`src/common/vms_pkg.sv`:
```
// Package of constants and types for the output-voltage margin and slew control
// ==========================================================================
// How it works
// - The reference never jumps but walks to each new target one DAC step at a time.
// - The slew step select code 00/01/10/11 spaces steps 4/8/16/32 us apart, default 00.
// - Margin changes slew at the same step interval chosen by the slew step select field.
// - A fine trim write or margin enable waits 50 us, then one step interval, before the first step.
// - Margin level bits 7:4 are the high code, 0000 is +0%, 11xx is +12.0%, default 0101.
// - Margin level bits 3:0 are the low code, 0000 is -0%, 11xx is -11.6%, default 0101.
// - Margining acts only when the operation command enables high or low margin.
// - Active margin and fine trim combine into one target by applying both factors.
// - A margin level written first is used once margining is later enabled.
// - Margining enabled with no level written uses the current (default) high or low code.
// - A margin level write while margining is active retargets with the same delay.
// - Threshold code 0xx is 10.2 V, 101 is 4.25 V (default), 110 is 6.0 V, 111 is 8.1 V.
// - The five-bit fine trim code moves the target in 0.75% steps within +/-9%.
// - The target is nominal times the fine trim factor times the margin factor.
package vms_pkg;
  // ==========================================================================
  // Command codes
  localparam logic [7:0] VMS_CMD_OPERATION = 8'h01;
  localparam logic [7:0] VMS_CMD_FINE_TRIM = 8'hd4;
  localparam logic [7:0] VMS_CMD_MARGIN = 8'hd5;
  localparam logic [7:0] VMS_CMD_THRESHOLD = 8'hd6;
  localparam logic [7:0] VMS_CMD_SOFT_START = 8'hd2;
  // ==========================================================================
  // Fields and reset values
  localparam int VMS_MH_LSB = 4;
  localparam int VMS_SST_LSB = 2;
  localparam int VMS_OP_MARGIN_LSB = 2;
  localparam logic [1:0] VMS_OP_MARGIN_LOW = 2'h1;
  localparam logic [1:0] VMS_OP_MARGIN_HIGH = 2'h2;
  localparam logic [7:0] VMS_MARGIN_RST = 8'h55;
  localparam logic [7:0] VMS_THRESH_RST = 8'h05;
  localparam logic [4:0] VMS_TRIM_RST = 5'h10;
  localparam logic [1:0] VMS_SST_RST = 2'h0;
  // Threshold in tens of millivolts
  localparam logic [9:0] VMS_UV_10V2 = 10'h3fc;
  localparam logic [9:0] VMS_UV_4V25 = 10'h1a9;
  localparam logic [9:0] VMS_UV_6V0 = 10'h258;
  localparam logic [9:0] VMS_UV_8V1 = 10'h32a;
  // ==========================================================================
  // Timing
  localparam int VMS_CLK_MHZ = 100;
  localparam int VMS_STEP_BASE_US = 4;
  localparam int VMS_START_DELAY_US = 50;
  localparam int VMS_STEP_BASE_CYC = VMS_STEP_BASE_US * VMS_CLK_MHZ;
  localparam int VMS_START_DELAY_CYC = VMS_START_DELAY_US * VMS_CLK_MHZ;
  // Scale: factors are in units of 1/10000 (10000 = 1.0)
  localparam int VMS_UNITY = 10000;
  // ==========================================================================
  // Types
  typedef struct packed {
    logic valid;
    logic [7:0] cmd;
    logic [7:0] data;
  } vms_wr_t;
  typedef enum logic [2:0] {
    VMS_IDLE = 3'b001,
    VMS_WAIT = 3'b010,
    VMS_SLEW = 3'b100
  } vms_state_t;
endpackage : vms_pkg

```
`src/rtl/vms_ctrl.sv`:
```
// Margin, fine trim and reference slew control for the buck converter
`timescale 1ns/100ps
`default_nettype none
module vms_ctrl
  import vms_pkg::*;
#(
  parameter int DAC_W = 16,
  parameter int NOMINAL_CODE = 16'h8000,
  parameter int START_DELAY_CYC = VMS_START_DELAY_CYC
) (
  input wire logic ref_clk,
  input wire logic rst,
  input wire vms_wr_t wr,
  input wire logic [7:0] rd_cmd,
  output logic [7:0] rd_data,
  output logic [DAC_W-1:0] ref_code,
  output logic [DAC_W-1:0] target_code,
  output logic slewing,
  output logic [2:0] supply_threshold_code,
  output logic [9:0] uv_threshold_cv
);
  if (DAC_W < 8 || DAC_W > 20 || START_DELAY_CYC < 1 ||
      NOMINAL_CODE >= (1 << DAC_W)) begin : g_bad_param
    $error("vms_ctrl: unsupported parameters");
  end

  // ==========================================================================
  // Percentage tables, factor in 1/10000
  function automatic int high_factor(input logic [3:0] c);
    case (c)
      4'h0: high_factor = 10000;
      4'h1: high_factor = 10090;
      4'h2: high_factor = 10180;
      4'h3: high_factor = 10280;
      4'h4: high_factor = 10370;
      4'h5: high_factor = 10470;
      4'h6: high_factor = 10570;
      4'h7: high_factor = 10670;
      4'h8: high_factor = 10770;
      4'h9: high_factor = 10880;
      4'ha: high_factor = 10990;
      4'hb: high_factor = 11090;
      default: high_factor = 11200;
    endcase
  endfunction : high_factor

  function automatic int low_factor(input logic [3:0] c);
    case (c)
      4'h0: low_factor = 10000;
      4'h1: low_factor = 9890;
      4'h2: low_factor = 9790;
      4'h3: low_factor = 9680;
      4'h4: low_factor = 9580;
      4'h5: low_factor = 9480;
      4'h6: low_factor = 9380;
      4'h7: low_factor = 9290;
      4'h8: low_factor = 9190;
      4'h9: low_factor = 9100;
      4'ha: low_factor = 9015;
      4'hb: low_factor = 8930;
      default: low_factor = 8840;
    endcase
  endfunction : low_factor

  function automatic int trim_factor(input logic [4:0] c);
    int s;
    s = 0;
    if (c[4:2] == 3'b111) begin
      s = 12;
    end else if (c[4:2] == 3'b000) begin
      s = -12;
    end else if (c[4]) begin
      s = int'(c[3:0]);
    end else begin
      s = int'(c[3:0]) - 15;
    end
    trim_factor = VMS_UNITY + s * 75;
  endfunction : trim_factor

  // ==========================================================================
  // Command registers
  logic [7:0] margin_q;
  logic [7:0] thresh_q;
  logic [4:0] trim_q;
  logic [1:0] sst_q;
  logic [1:0] margin_mode_q;
  logic retarget;

  always_ff @(posedge ref_clk) begin
    if (rst) begin
      margin_q <= VMS_MARGIN_RST;
      thresh_q <= VMS_THRESH_RST;
      trim_q <= VMS_TRIM_RST;
      sst_q <= VMS_SST_RST;
      margin_mode_q <= 2'h0;
    end else if (wr.valid) begin
      unique case (wr.cmd)
        VMS_CMD_MARGIN: margin_q <= wr.data;
        VMS_CMD_THRESHOLD: thresh_q <= wr.data;
        VMS_CMD_FINE_TRIM: trim_q <= wr.data[4:0];
        VMS_CMD_SOFT_START: sst_q <= wr.data[VMS_SST_LSB +: 2];
        VMS_CMD_OPERATION: margin_mode_q <= wr.data[VMS_OP_MARGIN_LSB +: 2];
        default: ;
      endcase
    end
  end

  // Trim write, margin enable, or margin write while margining all restart the delay
  always_comb begin
    retarget = 1'b0;
    if (wr.valid) begin
      if (wr.cmd == VMS_CMD_FINE_TRIM) begin
        retarget = 1'b1;
      end
      if (wr.cmd == VMS_CMD_OPERATION) begin
        retarget = wr.data[VMS_OP_MARGIN_LSB +: 2] != margin_mode_q;
      end
      if (wr.cmd == VMS_CMD_MARGIN && margin_mode_q != 2'h0) begin
        retarget = 1'b1;
      end
    end
  end

  // ==========================================================================
  // Combined target
  logic [DAC_W-1:0] target_d;
  always_comb begin
    longint prod;
    int mf;
    prod = 0;
    mf = VMS_UNITY;
    unique case (margin_mode_q)
      VMS_OP_MARGIN_HIGH: mf = high_factor(margin_q[VMS_MH_LSB +: 4]);
      VMS_OP_MARGIN_LOW: mf = low_factor(margin_q[3:0]);
      default: mf = VMS_UNITY;
    endcase
    prod = longint'(NOMINAL_CODE) * trim_factor(trim_q) * mf;
    prod = prod / (longint'(VMS_UNITY) * VMS_UNITY);
    if (prod > longint'((1 << DAC_W) - 1)) begin
      prod = longint'((1 << DAC_W) - 1);
    end
    target_d = DAC_W'(prod);
  end

  // ==========================================================================
  // Delay and step sequencer
  vms_state_t state_q;
  logic [31:0] cnt_q;
  logic [31:0] step_cyc;
  logic [DAC_W-1:0] goal_q;

  assign step_cyc = 32'(VMS_STEP_BASE_CYC) << sst_q;

  always_ff @(posedge ref_clk) begin
    if (rst) begin
      state_q <= VMS_IDLE;
      cnt_q <= 32'h0;
      goal_q <= DAC_W'(NOMINAL_CODE);
    end else if (retarget) begin
      state_q <= VMS_WAIT;
      cnt_q <= 32'h0;
    end else begin
      unique case (state_q)
        VMS_IDLE: cnt_q <= 32'h0;
        VMS_WAIT: begin
          if (cnt_q >= 32'(START_DELAY_CYC - 1)) begin
            state_q <= VMS_SLEW;
            goal_q <= target_d;
            cnt_q <= 32'h0;
          end else begin
            cnt_q <= cnt_q + 32'h1;
          end
        end
        VMS_SLEW: begin
          goal_q <= target_d;
          if (ref_code == goal_q) begin
            state_q <= VMS_IDLE;
          end else if (cnt_q >= step_cyc - 32'h1) begin
            cnt_q <= 32'h0;
          end else begin
            cnt_q <= cnt_q + 32'h1;
          end
        end
        default: state_q <= VMS_IDLE;
      endcase
    end
  end

  // One step per interval toward the live goal
  always_ff @(posedge ref_clk) begin
    if (rst) begin
      ref_code <= DAC_W'(NOMINAL_CODE);
    end else if (state_q == VMS_SLEW && !retarget && cnt_q >= step_cyc - 32'h1) begin
      if (ref_code < goal_q) begin
        ref_code <= ref_code + 1'b1;
      end else if (ref_code > goal_q) begin
        ref_code <= ref_code - 1'b1;
      end
    end
  end

  always_ff @(posedge ref_clk) begin
    if (rst) begin
      target_code <= DAC_W'(NOMINAL_CODE);
    end else begin
      target_code <= target_d;
    end
  end

  assign slewing = state_q != VMS_IDLE;

  // ==========================================================================
  // Threshold decode and readback
  always_ff @(posedge ref_clk) begin
    if (rst) begin
      uv_threshold_cv <= VMS_UV_4V25;
    end else begin
      unique case (thresh_q[2:0])
        3'h5: uv_threshold_cv <= VMS_UV_4V25;
        3'h6: uv_threshold_cv <= VMS_UV_6V0;
        3'h7: uv_threshold_cv <= VMS_UV_8V1;
        3'h4: uv_threshold_cv <= uv_threshold_cv;
        default: uv_threshold_cv <= VMS_UV_10V2;
      endcase
    end
  end

  assign supply_threshold_code = thresh_q[2:0];

  always_ff @(posedge ref_clk) begin
    if (rst) begin
      rd_data <= 8'h0;
    end else begin
      unique case (rd_cmd)
        VMS_CMD_MARGIN: rd_data <= margin_q;
        VMS_CMD_THRESHOLD: rd_data <= {5'h0, thresh_q[2:0]};
        VMS_CMD_FINE_TRIM: rd_data <= {3'h0, trim_q};
        VMS_CMD_SOFT_START: rd_data <= {4'h0, sst_q, 2'h0};
        VMS_CMD_OPERATION: rd_data <= {4'h0, margin_mode_q, 2'h0};
        default: rd_data <= 8'h0;
      endcase
    end
  end
endmodule : vms_ctrl
`default_nettype wire

```
`config.mk`:
```
export PLATFORM = sky130hd
export DESIGN_NAME = vms_ctrl
export DESIGN_NICKNAME = d
export VERILOG_FILES = /design/src/common/vms_pkg.sv /design/src/rtl/vms_ctrl.sv
export SDC_FILE = /design/constraint.sdc
export NUM_CORES = 1
export LEC_CHECK = 0
export ABC_AREA = 0
export BUFFER_PORTS_ARGS = -buffer_cell sky130_fd_sc_hd__buf_2
export CORE_MARGIN = 2
export CORE_UTILIZATION = 32
export DETAILED_ROUTE_END_ITERATION = 12
export GPL_ROUTABILITY_DRIVEN = 0
export GPL_TIMING_DRIVEN = 0
export HOLD_SLACK_MARGIN = 0.08
export PLACE_DENSITY_LB_ADDON = 0.25
export SETUP_SLACK_MARGIN = 0.2
export SLEW_MARGIN = 25
export SYNTH_ARGS = -nofsm -noshare
export SYNTH_HDL_FRONTEND = slang
export SYNTH_SLANG_ARGS = --single-unit
```
`constraint.sdc`:
```
create_clock -name ref_clk -period 44.4 [get_ports ref_clk]
set_input_delay 0 -clock ref_clk [delete_from_list [all_inputs] [get_ports ref_clk]]
set_output_delay 0 -clock ref_clk [all_outputs]
set_load 0.02 [all_outputs]
```
# Word level (Yosys, flattened, before mapping)
# Memory sizes are Yosys's and may differ from the RTL's. A register that Yosys moved wholly into a read port is not among the register bits.
# Cells that the tools add are included.
[word_totals] reg_bits=121 latchBits=0 ram_bits=0 rom_bits=352 inputBits=27 word_cells=108 mem_count=2
[mem_list] memory="(name not given)" words=16 width=11 rd=1 rd_clocked_by_memory_dff=1 wr=0 line="vms_ctrl.sv:30" text="case (c)"
[mem_list] memory="(name not given)" words=16 width=11 rd=1 rd_clocked_by_memory_dff=1 wr=0 line="vms_ctrl.sv:48" text="case (c)"
[classes] add_sub_neg=6 n_mul=2 div=1 magnitude_cmp=5 eq_ne=29 n_shift=1 mux=27 bitwise_logic=2 n_reduce_logical=20
[op_table] operator="32-bit two-way mux" n=6
[op_table] operator="32-bit case mux with 3 select lines" n=1
[op_table] operator="64-bit by 28-bit divider with 64-bit output, second input constant" n=1
[op_table] operator="8-bit == test, second input constant" n=8
[op_table] operator="64-bit by 17-bit greater-than comparator with 1-bit output, second input constant" n=1
[op_table] operator="16-bit two-way mux" n=4
[op_table] operator="32-bit case mux with 2 select lines" n=1
[op_table] operator="32-bit by 32-bit multiplier with 49-bit output" n=1
[op_table] operator="10-bit case mux with 4 select lines" n=1
[op_table] operator="8-bit case mux with 5 select lines" n=1
[op_table] operator="15-bit by 32-bit adder with 32-bit output, first input constant" n=1
[op_table] operator="32-bit by 1-bit adder with 32-bit output, second input constant" n=1
[op_table] operator="32-bit by 13-bit greater-or-equal comparator with 1-bit output, second input constant" n=1
[op_table] operator="32-bit greater-or-equal comparator" n=1
[op_table] operator="32-bit by 8-bit multiplier with 32-bit output, second input constant" n=1
[op_table] operator="16-bit case mux with 2 select lines" n=1
[op_table] operator="9-bit by 2-bit left shift with 32-bit output, first input constant" n=1
[op_table] operator="32-bit by 1-bit subtractor with 32-bit output, second input constant" n=1
[op_table] operator="3-bit == test, second input constant" n=6
[op_table] operator="16-bit by 1-bit adder with 16-bit output, second input constant" n=1
[op_table] operator="16-bit == test" n=1
[op_table] operator="8-bit by 1-bit == test with 1-bit output, second input constant" n=2
[op_table] operator="16-bit greater-than comparator" n=1
[op_table] operator="16-bit < comparator" n=1
[op_table] operator="24 further kinds" n=48

# Logic depth before layout (Yosys ltp)
[depth] word_depth=12 depth_mapped=176

# Worst setup path after synthesis
# Ideal clock, no wire load.
[synth_timing] path_type="flip-flop to flip-flop" start="reg trim_q[0]" end="reg goal_q[0]" t_arrival_ns=37.223 required_ns=44.257 path_slack_ns=7.034 stages_incl_launch_ff=154 path_buffers=19 synth_period_minus_slack_ns=37.366 cell_sequence="dfxtp_1 > ha_1 > a31oi_1 > ha_1 > ha_1 > ha_1 > fa_1 > ha_1 > inv_1 > fa_1 > inv_1 > a21oi_1 > o21bai_1 > a21o_1 > a21o_1 > a21o_1 > a21o_1 > xnor2_1 > [118 not listed] > xnor2_1 > nand3b_1 > nor4b_1 > and4_1 > buf_4 > and2_1 > inv_2 > clkbuf_1 > ha_1 > o311ai_0 > o32a_1 > o22ai_1 > nand3_1 > o41ai_1 > o21ai_0 > nand2_1 > nand4b_1 > a41oi_1"
[synth_between] elab_chain_cells=12
[synth_lines] element="start, declared" line="vms_ctrl.sv:84" text="logic [4:0] trim_q;"
[synth_lines] element="start signal, assigned" line="vms_ctrl.sv:100" text="VMS_CMD_FINE_TRIM: trim_q <= wr.data[4:0];"
[synth_lines] element="4-bit by 4-bit subtractor with 5-bit output" line="vms_ctrl.sv:75" text="s = int'(c[3:0]) - 15;"
[synth_lines] element="32-bit two-way mux (*)" line="vms_ctrl.sv:72" text="end else if (c[4]) begin"
[synth_lines] element="32-bit two-way mux (*)" line="vms_ctrl.sv:70" text="end else if (c[4:2] == 3'b000) begin"
[synth_lines] element="32-bit two-way mux (*)" line="vms_ctrl.sv:68" text="if (c[4:2] == 3'b111) begin"
[synth_lines] element="32-bit by 8-bit multiplier with 32-bit output (*)" line="vms_ctrl.sv:77" text="trim_factor = VMS_UNITY + s * 75;"
[synth_lines] element="15-bit by 32-bit adder with 32-bit output (*)" line="vms_ctrl.sv:77"
[synth_lines] element="32-bit by 32-bit multiplier with 49-bit output (*)" line="vms_ctrl.sv:137" text="prod = longint'(NOMINAL_CODE) * trim_factor(trim_q) * mf;"
[synth_lines] element="64-bit by 28-bit divider with 64-bit output (*)" line="vms_ctrl.sv:138" text="prod = prod / (longint'(VMS_UNITY) * VMS_UNITY);"
[synth_lines] element="64-bit by 17-bit greater-than comparator with 1-bit output" line="vms_ctrl.sv:139" text="if (prod > longint'((1 << DAC_W) - 1)) begin"
[synth_lines] element="16-bit two-way mux (*)" line="vms_ctrl.sv:139"
[synth_lines] element="16-bit two-way mux" line="vms_ctrl.sv:166" text="if (cnt_q >= 32'(START_DELAY_CYC - 1)) begin"
[synth_lines] element="16-bit case mux with 2 select lines (*)" line="vms_ctrl.sv:163" text="unique case (state_q)"
[synth_lines] element="end signal, assigned" line="vms_ctrl.sv:158" text="goal_q <= DAC_W'(NOMINAL_CODE);"
[synth_lines] element="end signal, assigned" line="vms_ctrl.sv:168" text="goal_q <= target_d;"
[synth_lines] element="end signal, assigned" line="vms_ctrl.sv:175" text="goal_q <= target_d;"
[synth_lines] element="end, declared" line="vms_ctrl.sv:150" text="logic [DAC_W-1:0] goal_q;"
# Mark *: on every way between the ends. The rest lies on a longest branch, timed or not. The select of a mux whose other input is x is not followed.
# A chain may end at the register's enable or synchronous reset.

# Worst setup path after layout
# Ends and elaborated chain as after synthesis.

==> reports/results.tsv <==
metric	value	unit
outcome	finished, violations left	
violations	design-rule violations	
multi_input_area	0.0328	mm2
grtUsageTotal	0.213	
grt_pass1_wl	207	mm
cts.path.max_buffers	2	
post_drt_wl_per_cell	19.2	um
cts.sinks	140	
rows	124	
grt_pass1_vias	36700	
async_reset_ff_frac	0	
period_needed	42.08	ns
synth_ff_type	dfxtp_1	
synthTopCellsByArea	ha_1, fa_1, dfxtp_1, xnor2_1, nor2_1	
fmax	0.0238	GHz
fin_crit_sh	0.948	
cts-root-buf	clkbuf_16	
first_pass_iters	10	
dr_total_vias	39200	
coreArea	0.115	mm2
drv_cap	0	
final-hold-violation-count	0	
rsz0062_at_grt	no	
hold_path.class	in2reg	
htree_levels	4	
slew_headroom	0.316	
synth_warnings	0	
tns	0	ns
synth.distinct_cells	149	
diodes	0	
synth.yosys.seq_area_share	0.0757	
drt-initial-drc-count	3256	
min_delay_path_depth	5	
syn-mean-instance-area	7.25	um2
dieArea	0.118	mm2
crit_path_end_kind	flop	
grt_start_max_net_pins	19	
start_util	0.323	
critPathKind	reg2reg	
crit_slowest_cell	or4_1	
ant_nets	0	
clk_pin_slew	0.08	ns
port-buffer-count	77	
slew_viol_final	0	
die_h	344	um
cts_tree	yes	
vias_per_cell	5.78	
synth_cells	5107	
arrival	42.39	ns
clock_latency	0.46	ns
critPathMaxStageDelay	0.69	ns
syn2layout_area_growth	11.6	%
dieWidth	344	um
path_common_cell	ha_1	
cp.required	44.71	ns
grt_overflow	0	
drc	1	
whs	0.115	ns
r2r_cells	158	
fin_nets	5675	
syn-cell-area	0.0370	mm2
path_max_fanout	14	
regArea	0.00280	mm2
hpwl	107	mm
skew	0.0140	ns
yosysTopAreaCell	ha_1	
cp-start-kind	flop	
fillers	12300	
drive_gt1_frac	0.110	
numCtsBuffers	17	
worstMarginPinSlew	1.02	ns
setup_viol	0	
synth_edf_count	0	
top_level_ports	81	
routed_wl	130	mm
synth_seq_cells	140	
synth.top_cell.area_share	0.0814	
grt_antenna_before_repair	3	
==> layout make-up <==
cell class	count	share of cell area
Multi-Input combinational cell	4407	0.794
Sequential cell	140	0.0678
Tap cell	1512	0.0458
Inverter	355	0.0322
Buffer	207	0.0247
Timing Repair Buffer	132	0.0203
Clock buffer	17	0.0103
Clock inverter	15	0.00463
==> cell usage in the layout, fill, tap and decap left out, types with 61 or more instances in the layout <==
cell type	netlist	layout
buf_2	50	130
a21o_1	67	66
a211oi_1	65	61
nor3_1	149	142
inv_1	346	346
fa_1	147	147
clkbuf_1	118	96
a21oi_1	297	289
dfxtp_1	140	140
or3_1	67	67
xor2_1	141	135
and2_1	95	95
and3_1	92	92
xnor2_1	288	275
o211ai_1	67	67
ha_1	241	241
nand4_1	77	77
mux2i_1	73	68
nor2_1	512	507
nand3_1	185	183
nand2_1	485	483
o21ai_0	164	160
==> timing repair <==
action                     in CTS  in global routing
setup buffers                   9                 29
setup endpoints to repair       5                  4
hold endpoints to repair       24                  0
cloned                          0                  1
resized for setup              51                136
hold buffers                   15                  0
pin swaps                       4                 20
==> critical path, delay by kind of cell (launching register included) <==
family / cells / cell delay (ns)
adders and majority gates: 20 / 7.29
AOI/OAI and AO/OA: 58 / 15.41
xor gates and xnor gates: 4 / 1.18
muxes: 3 / 0.99
buffers and inverters: 33 / 6.51
and+or+nand+nor: 40 / 10.07
DFF: 1 / 0.44
==> metrics by stage <==
step                      std cells  utilization  area (um2)  worst slack (ns)
after floorplan                5109            -       37000              7.03
after global placement         6698        0.343       39300             -3.94
after detailed placement       6700        0.344       39400             -3.63
after CTS                      6755        0.353       40500             0.287
after global routing           6785        0.361       41300            0.0961
final                          6785        0.361       41300              2.32
==> cell usage after synthesis (18+ instances only) <==
| master | instances |
|---|---|
| ha_1 | 241 |
| nor3b_1 | 24 |
| a211oi_1 | 65 |
| o221ai_1 | 18 |
| a311oi_1 | 19 |
| xor2_1 | 141 |
| o21bai_1 | 28 |
| o21a_1 | 37 |
| xnor2_1 | 288 |
| or4_1 | 31 |
| a2111oi_0 | 19 |
| inv_1 | 346 |
| fa_1 | 147 |
| o211ai_1 | 67 |
| a21o_1 | 67 |
| dfxtp_1 | 140 |
| or3_1 | 67 |
| o31ai_1 | 38 |
| buf_2 | 50 |
| mux2i_1 | 73 |
| and2_1 | 95 |
| a22oi_1 | 20 |
| nand2_1 | 485 |
| o22ai_1 | 31 |
| nor2b_1 | 34 |
| and3_1 | 92 |
| nand2b_1 | 44 |
| o21ai_0 | 164 |
| a211o_1 | 21 |
| nor4b_1 | 20 |
| clkbuf_1 | 118 |
| mux2_2 | 35 |
| a21boi_0 | 18 |
| a221oi_1 | 19 |
| a31oi_1 | 64 |
| nor3_1 | 149 |
| o2111ai_1 | 28 |
| nand3_1 | 185 |
| nor4_1 | 69 |
| o31a_1 | 28 |
| nand4_1 | 77 |
| o21ai_1 | 49 |
| nor2_1 | 512 |
| or2_2 | 39 |
| a21oi_1 | 297 |
==> logic make-up (layout without fill, tap and decap cells) <==
logic type | after synthesis | count (layout) | synth area share
other cells | 1 | 3 | 0.000101
xor+xnor | 444 | 444 | 0.108
flops | 140 | 140 | 0.0757
simple gates | 2051 | 2051 | 0.281
buf+inv | 563 | 726 | 0.0625
mux | 113 | 113 | 0.0320
compound gates | 1396 | 1397 | 0.276
fa+ha+maj | 399 | 399 | 0.164
==> layer usage <==
layer | up-vias | share of wire | GRT usage
li1 | 19100 | - | -
met1 | 18800 | 0.49 | 0.307
met2 | 1173 | 0.44 | 0.338
met3 | 166 | 0.051 | 0.0219
met4 | 0 | 0.023 | 0.0501
met5 | - | 0 | 0
==> final timing paths <==
check                               start          to  slack (ns)
worst min-delay path            rd_cmd[5]  rd_data[2]        0.12
worst min register to register  goal_q[5]   goal_q[5]        0.46
worst max-delay path            trim_q[0]   goal_q[0]        2.32
worst max register to register  trim_q[0]   goal_q[0]        2.32
Power is not shown: default switching activity piles up to over one toggle a cycle in this logic, so the estimate is an artifact.
